### config.mk
export PLATFORM = sky130hd
export DESIGN_NAME = cldc_top
export DESIGN_NICKNAME = d
export VERILOG_FILES = /design/src/design/cldc_pkg.sv /design/src/design/cldc_autoloop.sv /design/src/design/cldc_err_counter.sv /design/src/design/cldc_top.sv
export SDC_FILE = /design/constraint.sdc
export NUM_CORES = 1
export LEC_CHECK = 0
export BUFFER_PORTS_ARGS = -buffer_cell sky130_fd_sc_hd__buf_2
export CAP_MARGIN = 20
export CORE_UTILIZATION = 40
export DETAILED_ROUTE_END_ITERATION = 12
export HOLD_SLACK_MARGIN = 0.12
export PLACE_DENSITY = 0.54
export SLEW_MARGIN = 20
export SYNTH_ARGS = -nofsm -noshare
export SYNTH_HDL_FRONTEND = slang
export SYNTH_SLANG_ARGS = --single-unit
### constraint.sdc
create_clock -name clock_i -period 3 [get_ports clock_i]
set_clock_uncertainty 0.2 [all_clocks]
set_input_delay 0 -clock clock_i [delete_from_list [all_inputs] [get_ports clock_i]]
set_output_delay 0 -clock clock_i [all_outputs]
set_load 0.1 [all_outputs]
### src/design/cldc_pkg.sv
package cldc_pkg;

	// ------------------------------------------------------------
	// register map (byte-wide registers, 4-bit index)
	// ------------------------------------------------------------
	localparam int unsigned CLDC_ADDR_W   = 4;
	localparam int unsigned CLDC_DATA_W   = 8;
	localparam logic [3:0]  CLDC_ERR_CTRL = 4'h0;
	localparam logic [3:0]  CLDC_ERR_HIGH = 4'h1;
	localparam logic [3:0]  CLDC_ERR_LOW  = 4'h2;
	localparam logic [3:0]  CLDC_LOOP     = 4'h3;
	localparam logic [3:0]  CLDC_DETECT   = 4'h4;
	localparam logic [3:0]  CLDC_STATUS   = 4'h5;
	localparam logic [3:0]  CLDC_INT_FLAG = 4'h6;
	localparam logic [3:0]  CLDC_INT_MASK = 4'h7;
	localparam logic [3:0]  CLDC_MONITOR  = 4'h8;
	localparam logic [3:0]  CLDC_JM_CTRL  = 4'h9;
	localparam logic [3:0]  CLDC_POS_HIGH = 4'ha;
	localparam logic [3:0]  CLDC_POS_LOW  = 4'hb;
	localparam logic [3:0]  CLDC_NEG_HIGH = 4'hc;
	localparam logic [3:0]  CLDC_NEG_LOW  = 4'hd;

	// ------------------------------------------------------------
	// field positions
	// ------------------------------------------------------------
	localparam int unsigned CLDC_B_SNAP    = 0;
	localparam int unsigned CLDC_B_CNTAUTO = 1;
	localparam int unsigned CLDC_B_ALP     = 0;
	localparam int unsigned CLDC_B_RLP     = 1;
	localparam int unsigned CLDC_B_DLP     = 2;
	localparam int unsigned CLDC_B_AUTO_LOOP_EN  = 3;
	localparam int unsigned CLDC_B_DIR     = 3;
	localparam int unsigned CLDC_B_AUTOST  = 7;
	localparam int unsigned CLDC_B_OVF     = 0;
	localparam int unsigned CLDC_B_TICK    = 1;
	localparam int unsigned CLDC_B_JBW     = 0;
	localparam int unsigned CLDC_B_JAUTO   = 1;
	localparam int unsigned CLDC_B_JSTOP   = 2;
	localparam int unsigned CLDC_MON_W     = 6;

	// ------------------------------------------------------------
	// reset values
	// ------------------------------------------------------------
	localparam logic [7:0] CLDC_CTRL_RST = 8'h00;
	localparam logic [1:0] CLDC_MASK_RST = 2'h3;

	// ------------------------------------------------------------
	// timing
	// ------------------------------------------------------------
	localparam int unsigned CLDC_CLK_MHZ      = 200;
	localparam int unsigned CLDC_SECOND_MS    = 1000;
	localparam int unsigned CLDC_AUTO_LOOP_MS = 5100;
	localparam int unsigned CLDC_SECOND_CYC   = CLDC_SECOND_MS * 1000 * CLDC_CLK_MHZ;
	localparam int unsigned CLDC_AUTO_LOOP_CYC = CLDC_AUTO_LOOP_MS * 1000 * CLDC_CLK_MHZ;

	typedef enum logic {CLDC_LOOP_OFF, CLDC_LOOP_ON} cldc_loop_e;

endpackage : cldc_pkg

### src/design/cldc_autoloop.sv
`timescale 1ns/1ps
module cldc_autoloop
	import cldc_pkg::*;
#(
	parameter int unsigned HOLD_CYC = CLDC_AUTO_LOOP_CYC
) (
	input  wire logic clock_i,
	input  wire logic arst_n_i,
	input  wire logic enable_i,
	input  wire logic activate_i,
	input  wire logic deactivate_i,
	output logic      active_o
);

	localparam logic [31:0] HOLD_LAST = 32'(HOLD_CYC - 1);

	cldc_loop_e  state_r;
	logic [31:0] hold_cnt_r;
	wire         code_seen = (state_r == CLDC_LOOP_OFF) ? activate_i : deactivate_i;
	wire         hold_done = code_seen && (hold_cnt_r == HOLD_LAST);

	always_ff @(posedge clock_i or negedge arst_n_i) begin
		if (!arst_n_i) begin
			state_r    <= CLDC_LOOP_OFF;
			hold_cnt_r <= 32'h0;
		end else if (!enable_i) begin
			state_r    <= CLDC_LOOP_OFF;
			hold_cnt_r <= 32'h0;
		end else if (!code_seen) begin
			hold_cnt_r <= 32'h0;
		end else if (hold_done) begin
			hold_cnt_r <= 32'h0;
			case (state_r)
				CLDC_LOOP_OFF: state_r <= CLDC_LOOP_ON;
				default:       state_r <= CLDC_LOOP_OFF;
			endcase
		end else begin
			hold_cnt_r <= hold_cnt_r + 32'h1;
		end
	end

	assign active_o = (state_r == CLDC_LOOP_ON);

endmodule : cldc_autoloop

### src/design/cldc_err_counter.sv
`timescale 1ns/1ps
module cldc_err_counter
	import cldc_pkg::*;
#(
	parameter int unsigned CNT_W = 16
) (
	input  wire logic             clock_i,
	input  wire logic             arst_n_i,
	input  wire logic             err_event_i,
	input  wire logic             snapshot_i,
	output logic      [CNT_W-1:0] hold_o,
	output logic                  overflow_o
);

	logic [CNT_W-1:0] count_r;
	logic [CNT_W-1:0] hold_r;
	logic             overflow_r;
	wire              count_full = &count_r;

	always_ff @(posedge clock_i or negedge arst_n_i) begin
		if (!arst_n_i) begin
			count_r    <= '0;
			hold_r     <= '0;
			overflow_r <= 1'b0;
		end else begin
			overflow_r <= err_event_i && count_full && !snapshot_i;
			if (snapshot_i) begin
				hold_r  <= count_r;
				// an error in the snapshot cycle opens the new round
				count_r <= {{(CNT_W-1){1'b0}}, err_event_i};
			end else if (err_event_i && !count_full) begin
				count_r <= count_r + 1'b1;
			end
		end
	end

	assign hold_o     = hold_r;
	assign overflow_o = overflow_r;

endmodule : cldc_err_counter

### src/design/cldc_top.sv
// Chosen here: the address-and-strobe port and the address map.
`timescale 1ns/1ps
module cldc_top
	import cldc_pkg::*;
#(
	parameter int unsigned SECOND_CYC    = CLDC_SECOND_CYC,
	parameter int unsigned AUTO_LOOP_CYC = CLDC_AUTO_LOOP_CYC,
	parameter int unsigned PEAK_W        = 16
) (
	input  wire logic                   clock_i,
	input  wire logic                   arst_n_i,
	input  wire logic [CLDC_ADDR_W-1:0] reg_addr_i,
	input  wire logic [CLDC_DATA_W-1:0] reg_wdata_i,
	input  wire logic                   reg_wr_i,
	input  wire logic                   reg_rd_i,
	output logic      [CLDC_DATA_W-1:0] reg_rdata_o,
	input  wire logic                   bit_strobe_i,
	input  wire logic                   rx_line_pos_i,
	input  wire logic                   rx_line_neg_i,
	input  wire logic [1:0]             rx_data_i,
	input  wire logic [1:0]             rx_ja_i,
	input  wire logic [1:0]             tx_ja_i,
	input  wire logic [1:0]             tx_sys_i,
	input  wire logic                   rx_pat_en_i,
	input  wire logic [1:0]             rx_pat_i,
	input  wire logic                   tx_pat_en_i,
	input  wire logic [1:0]             tx_pat_i,
	input  wire logic                   rx_ais_en_i,
	input  wire logic                   tx_ais_en_i,
	input  wire logic [1:0]             ais_i,
	input  wire logic                   ib_activate_i,
	input  wire logic                   ib_deactivate_i,
	input  wire logic                   err_event_i,
	input  wire logic                   jitter_valid_i,
	input  wire logic [PEAK_W-1:0]      jitter_pos_i,
	input  wire logic [PEAK_W-1:0]      jitter_neg_i,
	output logic                        tx_line_pos_o,
	output logic                        tx_line_neg_o,
	output logic      [1:0]             rx_decode_o,
	output logic      [1:0]             rx_system_o,
	output logic      [1:0]             rx_detect_o,
	output logic      [1:0]             tx_detect_o,
	output logic                        tx_clock_ignore_o,
	output logic      [CLDC_MON_W-1:0]  monitor_select_o,
	output logic                        ext_match_force_o,
	output logic                        jitter_bandwidth_sel_o,
	output logic                        int_n_o
);

	localparam logic [31:0] SECOND_LAST = 32'(SECOND_CYC - 1);

	// ------------------------------------------------------------
	// register bus decode
	// ------------------------------------------------------------
	wire wr_err_ctrl = reg_wr_i && (reg_addr_i == CLDC_ERR_CTRL);
	wire wr_loop     = reg_wr_i && (reg_addr_i == CLDC_LOOP);
	wire wr_detect   = reg_wr_i && (reg_addr_i == CLDC_DETECT);
	wire wr_int_flag = reg_wr_i && (reg_addr_i == CLDC_INT_FLAG);
	wire wr_int_mask = reg_wr_i && (reg_addr_i == CLDC_INT_MASK);
	wire wr_monitor  = reg_wr_i && (reg_addr_i == CLDC_MONITOR);
	wire wr_jm_ctrl  = reg_wr_i && (reg_addr_i == CLDC_JM_CTRL);

	logic [1:0]            err_ctrl_r;
	logic [3:0]            loop_ctrl_r;
	logic                  detect_direction_r;
	logic [1:0]            int_flag_r;
	logic [1:0]            int_mask_r;
	logic [CLDC_MON_W-1:0] monitor_select_r;
	logic [2:0]            jm_ctrl_r;
	logic [PEAK_W-1:0]     pos_buf_r;
	logic [PEAK_W-1:0]     neg_buf_r;
	logic [PEAK_W-1:0]     pos_res_r;
	logic [PEAK_W-1:0]     neg_res_r;
	logic [31:0]           sec_cnt_r;
	logic                  second_tick_r;
	logic [CLDC_DATA_W-1:0] rdata_r;
	logic                  int_n_r;

	wire err_count_auto_mode  = err_ctrl_r[CLDC_B_CNTAUTO];
	wire analog_loop_en       = loop_ctrl_r[CLDC_B_ALP];
	wire remote_loop_en       = loop_ctrl_r[CLDC_B_RLP];
	wire digital_loop_en      = loop_ctrl_r[CLDC_B_DLP];
	wire auto_loop_en         = loop_ctrl_r[CLDC_B_AUTO_LOOP_EN];
	wire jitter_auto_mode     = jm_ctrl_r[CLDC_B_JAUTO];

	// manual snapshot triggers act on a written 0-to-1 change of the bit; auto mode uses the second tick
	wire err_manual_edge = wr_err_ctrl && reg_wdata_i[CLDC_B_SNAP] && !err_ctrl_r[CLDC_B_SNAP];
	wire jm_manual_edge  = wr_jm_ctrl && reg_wdata_i[CLDC_B_JSTOP] && !jm_ctrl_r[CLDC_B_JSTOP];
	wire err_snapshot = err_count_auto_mode ? second_tick_r : err_manual_edge;
	wire jm_snapshot  = jitter_auto_mode ? second_tick_r : jm_manual_edge;

	// ------------------------------------------------------------
	// control registers
	// ------------------------------------------------------------
	always_ff @(posedge clock_i or negedge arst_n_i) begin
		if (!arst_n_i) begin
			err_ctrl_r         <= CLDC_CTRL_RST[1:0];
			loop_ctrl_r        <= CLDC_CTRL_RST[3:0];
			detect_direction_r <= 1'b0;
			int_mask_r         <= CLDC_MASK_RST;
			monitor_select_r   <= CLDC_CTRL_RST[CLDC_MON_W-1:0];
			jm_ctrl_r          <= CLDC_CTRL_RST[2:0];
		end else begin
			if (wr_err_ctrl)
				err_ctrl_r <= reg_wdata_i[1:0];
			if (wr_loop)
				loop_ctrl_r <= reg_wdata_i[3:0];
			if (wr_detect)
				detect_direction_r <= reg_wdata_i[CLDC_B_DIR];
			if (wr_int_mask)
				int_mask_r <= reg_wdata_i[1:0];
			if (wr_monitor)
				monitor_select_r <= reg_wdata_i[CLDC_MON_W-1:0];
			if (wr_jm_ctrl)
				jm_ctrl_r <= reg_wdata_i[2:0];
		end
	end

	// ------------------------------------------------------------
	// one-second timer from the master clock
	// ------------------------------------------------------------
	always_ff @(posedge clock_i or negedge arst_n_i) begin
		if (!arst_n_i) begin
			sec_cnt_r     <= 32'h0;
			second_tick_r <= 1'b0;
		end else begin
			second_tick_r <= (sec_cnt_r == SECOND_LAST);
			if (sec_cnt_r == SECOND_LAST)
				sec_cnt_r <= 32'h0;
			else
				sec_cnt_r <= sec_cnt_r + 32'h1;
		end
	end

	// ------------------------------------------------------------
	// error counter
	// ------------------------------------------------------------
	logic [15:0] err_hold;
	logic        err_overflow;

	cldc_err_counter #(
		.CNT_W (16)
	) u_err_counter (
		.clock_i     (clock_i),
		.arst_n_i    (arst_n_i),
		.err_event_i (err_event_i),
		.snapshot_i  (err_snapshot),
		.hold_o      (err_hold),
		.overflow_o  (err_overflow)
	);

	// ------------------------------------------------------------
	// interrupt flags, set wins over a write-one clear
	// ------------------------------------------------------------
	wire tick_set = second_tick_r && (jitter_auto_mode || err_count_auto_mode);
	wire [1:0] flag_set = {tick_set, err_overflow};
	wire [1:0] flag_clr = wr_int_flag ? reg_wdata_i[1:0] : 2'h0;
	wire [1:0] flag_nxt = flag_set | (int_flag_r & ~flag_clr);

	always_ff @(posedge clock_i or negedge arst_n_i) begin
		if (!arst_n_i) begin
			int_flag_r <= 2'h0;
			int_n_r    <= 1'b1;
		end else begin
			int_flag_r <= flag_nxt;
			int_n_r    <= ~|(flag_nxt & ~int_mask_r);
		end
	end

	// ------------------------------------------------------------
	// jitter peak buffers, values kept in 1/16 UI steps
	// ------------------------------------------------------------
	wire [PEAK_W-1:0] pos_in  = jitter_valid_i ? jitter_pos_i : '0;
	wire [PEAK_W-1:0] neg_in  = jitter_valid_i ? jitter_neg_i : '0;
	wire [PEAK_W-1:0] pos_max = (pos_in > pos_buf_r) ? pos_in : pos_buf_r;
	wire [PEAK_W-1:0] neg_max = (neg_in > neg_buf_r) ? neg_in : neg_buf_r;

	always_ff @(posedge clock_i or negedge arst_n_i) begin
		if (!arst_n_i) begin
			pos_buf_r <= '0;
			neg_buf_r <= '0;
			pos_res_r <= '0;
			neg_res_r <= '0;
		end else if (jm_snapshot) begin
			pos_res_r <= pos_max;
			neg_res_r <= neg_max;
			pos_buf_r <= '0;
			neg_buf_r <= '0;
		end else begin
			pos_buf_r <= pos_max;
			neg_buf_r <= neg_max;
		end
	end

	// ------------------------------------------------------------
	// automatic loopback
	// ------------------------------------------------------------
	logic auto_remote;
	logic auto_digital;

	// direction is assumed stable while an automatic loop runs
	cldc_autoloop #(
		.HOLD_CYC (AUTO_LOOP_CYC)
	) u_auto_remote (
		.clock_i      (clock_i),
		.arst_n_i     (arst_n_i),
		.enable_i     (auto_loop_en && !detect_direction_r),
		.activate_i   (ib_activate_i),
		.deactivate_i (ib_deactivate_i),
		.active_o     (auto_remote)
	);

	cldc_autoloop #(
		.HOLD_CYC (AUTO_LOOP_CYC)
	) u_auto_digital (
		.clock_i      (clock_i),
		.arst_n_i     (arst_n_i),
		.enable_i     (auto_loop_en && detect_direction_r),
		.activate_i   (ib_activate_i),
		.deactivate_i (ib_deactivate_i),
		.active_o     (auto_digital)
	);

	wire auto_loop_status = auto_remote || auto_digital;

	// ------------------------------------------------------------
	// loopback mode, committed only on a bit boundary
	// ------------------------------------------------------------
	wire analog_nxt  = analog_loop_en;
	wire remote_nxt  = !analog_loop_en && (remote_loop_en || auto_remote);
	wire digital_nxt = !analog_loop_en && (digital_loop_en || auto_digital);

	logic analog_r;
	logic remote_r;
	logic digital_r;

	always_ff @(posedge clock_i or negedge arst_n_i) begin
		if (!arst_n_i) begin
			analog_r  <= 1'b0;
			remote_r  <= 1'b0;
			digital_r <= 1'b0;
		end else if (bit_strobe_i) begin
			analog_r  <= analog_nxt;
			remote_r  <= remote_nxt;
			digital_r <= digital_nxt;
		end
	end

	// ------------------------------------------------------------
	// line input synchroniser
	// ------------------------------------------------------------
	logic [1:0] line_meta_r;
	logic [1:0] line_sync_r;

	always_ff @(posedge clock_i or negedge arst_n_i) begin
		if (!arst_n_i) begin
			line_meta_r <= 2'h0;
			line_sync_r <= 2'h0;
		end else begin
			line_meta_r <= {rx_line_pos_i, rx_line_neg_i};
			line_sync_r <= line_meta_r;
		end
	end

	// ------------------------------------------------------------
	// data path selection
	// ------------------------------------------------------------
	logic [1:0] tx_line_r;
	logic [1:0] rx_decode_r;
	logic [1:0] rx_system_r;
	logic [1:0] rx_detect_r;
	logic [1:0] tx_detect_r;

	// AIS loses to looped data, so any loop in its path blocks it
	wire rx_ais_ok = !analog_r && !digital_r;
	wire tx_ais_ok = !analog_r && !remote_r && !digital_r;

	wire [1:0] rx_in_sel = analog_r  ? tx_line_r :
	                       digital_r ? tx_ja_i   :
	                                   line_sync_r;
	wire [1:0] rx_sys_sel = rx_pat_en_i ? rx_pat_i :
	                        (rx_ais_en_i && rx_ais_ok) ? ais_i :
	                                     rx_data_i;
	wire [1:0] tx_sel = tx_pat_en_i ? tx_pat_i :
	                    remote_r    ? rx_ja_i  :
	                    (tx_ais_en_i && tx_ais_ok) ? ais_i :
	                                  tx_sys_i;
	// line detectors see the real line except under analog loop
	wire [1:0] rx_det_sel = analog_r ? tx_line_r : line_sync_r;

	always_ff @(posedge clock_i or negedge arst_n_i) begin
		if (!arst_n_i) begin
			tx_line_r   <= 2'h0;
			rx_decode_r <= 2'h0;
			rx_system_r <= 2'h0;
			rx_detect_r <= 2'h0;
		end else if (bit_strobe_i) begin
			tx_line_r   <= tx_sel;
			rx_decode_r <= rx_in_sel;
			rx_system_r <= rx_sys_sel;
			rx_detect_r <= rx_det_sel;
		end
	end

	// system-side detectors never see the looped stream
	always_ff @(posedge clock_i or negedge arst_n_i) begin
		if (!arst_n_i)
			tx_detect_r <= 2'h0;
		else
			tx_detect_r <= tx_sys_i;
	end

	// ------------------------------------------------------------
	// channel 0 monitoring and misc outputs
	// ------------------------------------------------------------
	logic                  tx_clock_ignore_r;
	logic [CLDC_MON_W-1:0] monitor_out_r;
	logic                  ext_match_r;
	logic                  jbw_r;

	always_ff @(posedge clock_i or negedge arst_n_i) begin
		if (!arst_n_i) begin
			tx_clock_ignore_r <= 1'b0;
			monitor_out_r     <= '0;
			ext_match_r       <= 1'b0;
			jbw_r             <= 1'b0;
		end else begin
			tx_clock_ignore_r <= remote_r;
			monitor_out_r     <= monitor_select_r;
			ext_match_r       <= |monitor_select_r;
			jbw_r             <= jm_ctrl_r[CLDC_B_JBW];
		end
	end

	// ------------------------------------------------------------
	// read path, data one cycle after the strobe
	// ------------------------------------------------------------
	wire [7:0] status_val = {auto_loop_status, 4'h0, digital_r, remote_r, analog_r};
	logic [7:0] rd_mux;

	always_comb begin
		rd_mux = 8'h00;
		if (reg_addr_i == CLDC_ERR_CTRL)
			rd_mux = {6'h00, err_ctrl_r};
		else if (reg_addr_i == CLDC_ERR_HIGH)
			rd_mux = err_hold[15:8];
		else if (reg_addr_i == CLDC_ERR_LOW)
			rd_mux = err_hold[7:0];
		else if (reg_addr_i == CLDC_LOOP)
			rd_mux = {4'h0, loop_ctrl_r};
		else if (reg_addr_i == CLDC_DETECT)
			rd_mux = {4'h0, detect_direction_r, 3'h0};
		else if (reg_addr_i == CLDC_STATUS)
			rd_mux = status_val;
		else if (reg_addr_i == CLDC_INT_FLAG)
			rd_mux = {6'h00, int_flag_r};
		else if (reg_addr_i == CLDC_INT_MASK)
			rd_mux = {6'h00, int_mask_r};
		else if (reg_addr_i == CLDC_MONITOR)
			rd_mux = {2'h0, monitor_select_r};
		else if (reg_addr_i == CLDC_JM_CTRL)
			rd_mux = {5'h00, jm_ctrl_r};
		else if (reg_addr_i == CLDC_POS_HIGH)
			rd_mux = pos_res_r[15:8];
		else if (reg_addr_i == CLDC_POS_LOW)
			rd_mux = pos_res_r[7:0];
		else if (reg_addr_i == CLDC_NEG_HIGH)
			rd_mux = neg_res_r[15:8];
		else if (reg_addr_i == CLDC_NEG_LOW)
			rd_mux = neg_res_r[7:0];
	end

	always_ff @(posedge clock_i or negedge arst_n_i) begin
		if (!arst_n_i)
			rdata_r <= 8'h00;
		else if (reg_rd_i)
			rdata_r <= rd_mux;
		else
			rdata_r <= 8'h00;
	end

	// ------------------------------------------------------------
	// outputs
	// ------------------------------------------------------------
	assign reg_rdata_o            = rdata_r;
	assign tx_line_pos_o          = tx_line_r[1];
	assign tx_line_neg_o          = tx_line_r[0];
	assign rx_decode_o            = rx_decode_r;
	assign rx_system_o            = rx_system_r;
	assign rx_detect_o            = rx_detect_r;
	assign tx_detect_o            = tx_detect_r;
	assign tx_clock_ignore_o      = tx_clock_ignore_r;
	assign monitor_select_o       = monitor_out_r;
	assign ext_match_force_o      = ext_match_r;
	assign jitter_bandwidth_sel_o = jbw_r;
	assign int_n_o                = int_n_r;

endmodule : cldc_top

# Yosys cells after proc, flatten, opt, wreduce, memory -nomap -nowiden
# Index checks and enable logic that the tools add are counted.
# op_classes
bitwise	5
addsub	4
eq_ne	20
order_cmp	2
n_reduce_logical	47
n_mux	51
# ops
operator	count
two-way mux 32 bit	7
two-way mux 16 bit	8
two-way mux 8 bit	15
adder 32 x 1 -> 32 bit, second input constant	3
equality test 32 x 30 -> 1 bit, second input constant	2
equality test 32 x 28 -> 1 bit, second input constant	1
greater-than comparator 16 bit	2
logical AND 1 bit	26
equality test 4 bit, second input constant	6
two-way mux 2 bit	9
adder 16 x 1 -> 16 bit, second input constant	1
equality test 4 x 3 -> 1 bit, second input constant	4
AND reduction 16 bit	1
two-way mux 1 bit	12
logical NOT 1 bit	10
equality test 4 x 2 -> 1 bit, second input constant	2
inequality test 2 bit, second input constant	4
OR reduction 6 bit	1
AND 2 bit	2
equality test 4 x 1 -> 1 bit, second input constant	1
logical NOT 4 bit	1
logical OR 1 bit	4
NOT 2 bit	2
AND reduction 2 bit	2
other kinds (3)	3
# totals
register_bits	251
output_inout_bits	28
in_bits	73
word_cells	165

# Longest topological paths before layout
# depth
word_depth	16
ltp_mapped	11
mapped_depth_nobuf	8

# Cells and area by module
# A second synthesis with hierarchy kept.
# hier_totals
hier_cells	1424
hier_area_um2	13872.1
# modules_own_cells
mod	instances	area_per_inst_um2	cells_each	seq_area_each_um2
cldc_top	1	8762.2	910	3807.4
cldc_autoloop	2	1759.2	189	825.8
cldc_err_counter	1	1591.5	136	825.8

# Least setup slack after synthesis
# No wires, ideal clock.
# synth_path
kind	input to register
startpoint	input jitter_valid_i
endpoint	register neg_buf_r[10]
path_slack_ns	0.377
setup_ns	0.079
required_ns	2.721
cell_stages	10
arrival_time_ns	2.344
n_path_buf	3
path_cell_list	clkbuf_1 -> buf_1 -> nand2_1 -> ha_1 -> nor2b_1 -> o211ai_1 -> a2111o_1 -> a31oi_2 -> buf_2 -> mux2i_1
# synth_between
elab_chain_cells	4
# synth_lines
item	line_no	text
from (decl)	cldc_top.sv:34	input wire logic jitter_valid_i,
two-way mux 16 bit *	cldc_top.sv:174	wire [PEAK_W-1:0] neg_in = jitter_valid_i ? jitter_neg_i : '0;
greater-than comparator 16 bit	cldc_top.sv:176	wire [PEAK_W-1:0] neg_max = (neg_in > neg_buf_r) ? neg_in : neg_buf_r;
two-way mux 16 bit *	cldc_top.sv:176	
two-way mux 16 bit *	cldc_top.sv:184	end else if (jm_snapshot) begin
to (signal assigned)	cldc_top.sv:191	neg_buf_r <= neg_max;
to (decl)	cldc_top.sv:71	logic [PEAK_W-1:0] neg_buf_r;
# Mark *: on every way between the ends. The rest lies on a longest branch, timed or not.
# A chain may end at the register's enable or synchronous reset.

# Worst setup path in the final report
# layout_path
startpoint	input jitter_neg_i[11]
endpoint	register neg_res_r[7]
# layout_between
elab_chain_cells	3
# layout_lines
item	line_no	text
from (decl)	cldc_top.sv:36	input wire logic [PEAK_W-1:0] jitter_neg_i,
two-way mux 16 bit	cldc_top.sv:174	
greater-than comparator 16 bit	cldc_top.sv:176	
two-way mux 16 bit	cldc_top.sv:176	
to (signal assigned)	cldc_top.sv:186	neg_res_r <= neg_max;
to (decl)	cldc_top.sv:73	logic [PEAK_W-1:0] neg_res_r;
# No other way between the ends.

==> out/results.ini <==
[sta]
worst_slack_ns = 0.118
hold_viol = 0
setup_viol = 0
hold-worst-slack_ns = 0.127
tns_ns = 0
rsz0062_at_grt = false
fin_crit_sh_pct = 96.1
min_period_ns = 2.88
max-slew-margin-rel_pct = 52.6
slew_violations = 0
fmax_mhz = 347
tightest_slew_ns = 0.712

[finish]
layout.cells.non_filler = 2044
syn2layout_area_growth_pct = 24.5
drive_above_1_share_pct = 14.9
fillerInstances = 3000
regArea_um2 = 6280
multi_input_area_um2 = 6420
final_util_pct = 50.5
diodes = 0
nets = 1688

[power]
powerDensity_nw_per_um2 = 659
leakage_nw = 7.22
vdd_drop_max_mv = 0.483

[global_routing]
grt_usage_pct = 20.3
grt_max_degree = 87
antenna_found_initial = 0
grt_pass1_wl_um = 55200
grt_pass1_vias = 10622
overflow = 0

[critical_path]
critPathLaunchType = input port
cp_data_arrival_time_ns = 3.13
reg2reg_depth = 6
crit_type = in2reg
end_kind = register
path_delay_family = buffers and inverters
crit_path_cell_trace = dlygate4sd3_1 > buf_2 > dlygate4sd3_1 > nand2_1 > inv_1 > ha_1 > nand4_1 > or4_4 > nand3_2 > a31oi_4 > buf_2 > a221oi_1
cpPeakStageDelay_ns = 0.58
worst-path-buf-inv = 5
cp.required_ns = 3.24
crit_cells = 12
cp_max_fo = 6
crit_slowest_cell = or4_4

[clocking]
h-tree-depth = 1
clkSlewWorstSetupHoldPaths_ns = 0.06
cts_tree = built
cts_buffers = 30
clkLatencyLatePin_ns = 0.56
clockBufferDepth = 3
clock_sinks = 251
clockRootBuffer = clkbuf_16
post_cts_buffers = 0

[floorplan]
die_area_um2 = 33700
fp.dieW_um = 183
core-area_um2 = 32500
start_util_pct = 40.6
row_count = 66
fp.dieH_um = 183
io_pins = 101

[detailed_routing]
wl_um = 33300
drt_pass1_iterations = 7
ant_nets = 0
wl_per_cell_um = 16.3
viasPerCell = 5.18
drt_iter0_markers = 582
routed-via-count = 10588
drc = 0

[synthesis]
syn_nets = 1481
synth_enable_flop_cells = 0
yosys_most_used_dff = dfrtp_1
synth_cell_types = 77
syn-instance-count = 1372
synth_top_area_share_pct = 47.1
synth-seq-cells = 251
synth.top_cells.by_area = dfrtp_1 (47%), nand2_1 (5.6%), nor2_1 (4.6%)
synth_warnings = 0
synth.most_common_cell = dfrtp_1
avgSynthCellArea_um2 = 9.60
synth_common_cells = dfrtp_1 (248), nand2_1 (195), nor2_1 (161)
netlist_area_um2 = 13200
ys_seq_area_share_pct = 47.7
async_reset_ff_share_pct = 100
yosys.area.top_type = dfrtp_1

[hold_path]
worstHoldPathCells = 3
hold_class = in2reg

[placed_design]
dp_worst_setup_slack_ns = 0.292
dp_cells = 1883
dpl.hpwl_um = 22900
io_buffers = 98
finalWeightedCongestion = 0.863

[status]
status = completed

[run]
max_cap_viol_count = 0

-- report_power, final --
group | switching (mW) | internal, mW | total, mW
Clock | 1.40 | 2.10 | 3.50
Sequential | 0.461 | 3.95 | 4.41
Combinational | 1.76 | 1.13 | 2.89
-- registers in the layout (all words and copies together), names as in the netlist, 3 cells and up --
| name | cells |
|---|---|
| u_err_counter.hold_o | 16 |
| u_auto_remote.hold_cnt_r | 32 |
| u_auto_digital.hold_cnt_r | 32 |
| neg_buf_r | 16 |
| pos_res_r | 16 |
| pos_buf_r | 16 |
| reg_rdata_o | 8 |
| monitor_select_o | 6 |
| jm_ctrl_r | 3 |
| loop_ctrl_r | 4 |
| u_err_counter.count_r | 16 |
| monitor_select_r | 6 |
| sec_cnt_r | 32 |
| neg_res_r | 16 |
-- metal layers --
metal,track usage [%],part of all wire [%],vias to the layer above
met5,0,0,-
met4,4.30,1.9,0
met2,32.9,45,194
met3,2.63,4.0,47
li1,-,-,5268
met1,28.9,49,5079
-- cell families after synthesis --
| logic type | share of synthesized area (%) |
|---|---|
| muxes | 6.46 |
| DFF | 47.7 |
| adders and majority gates | 3.42 |
| AOI/OAI and AO/OA | 10.7 |
| xor gates and xnor gates | 6.38 |
| and+or+nand+nor | 21.2 |
| buffers and inverters | 4.16 |
-- cell usage in the layout (no fill, tap or decap), types with 44 or more instances in the layout --
master         count
xor2_1            50
buf_2             98
nor2_1           160
nand2_1          195
inv_1             66
dlygate4sd3_1    105
xnor2_1           46
dfrtp_1          248
mux2i_1           49
nand3_1           44
-- path summary, 6_finish.rpt --
| check | from | end | slack [ns] |
|---|---|---|---|
| setup / recovery | jitter_neg_i[11] | neg_res_r[7] | 0.12 |
| hold / removal | reg_wdata_i[2] | jm_ctrl_r[2] | 0.13 |
| setup reg to reg | digital_r | rx_system_o[0] | 0.14 |
| hold reg to reg | line_meta_r[1] | line_sync_r[1] | 0.15 |
| max in group asynchronous | arst_n_i | pos_buf_r[10] | 1.29 |
| min in group asynchronous | arst_n_i | sec_cnt_r[8] | 0.38 |
-- layout make-up --
| cell class | instances | share of cell area (%) |
|---|---|---|
| Clock inverter | 7 | 0.450 |
| Sequential cell | 251 | 38.3 |
| Tap cell | 442 | 3.37 |
| Clock buffer | 48 | 5.42 |
| Inverter | 67 | 1.53 |
| Timing Repair Buffer | 243 | 11.8 |
| Multi-Input combinational cell | 986 | 39.1 |
-- stage by stage --
stage               instance area, µm²  power (mW)
floorplan                        13200        6.36
detailed placement               14300        7.19
CTS                              16300        10.9
finish                           16400        10.8
global placement                 14300        7.15
global route                     16400        11.4
-- timing repair --
action,CTS,global route
hold endpoints to repair,457,0
hold buffers,107,0
endpoints found under the setup margin,0,15
resized for setup,0,12
-- tightest hold or removal path, cell delays in order --
cell           delay, ns
dlygate4sd3_1       0.54
buf_2               0.16
mux2_2              0.15
No activity file was read; power rests on OpenSTA's default activity.
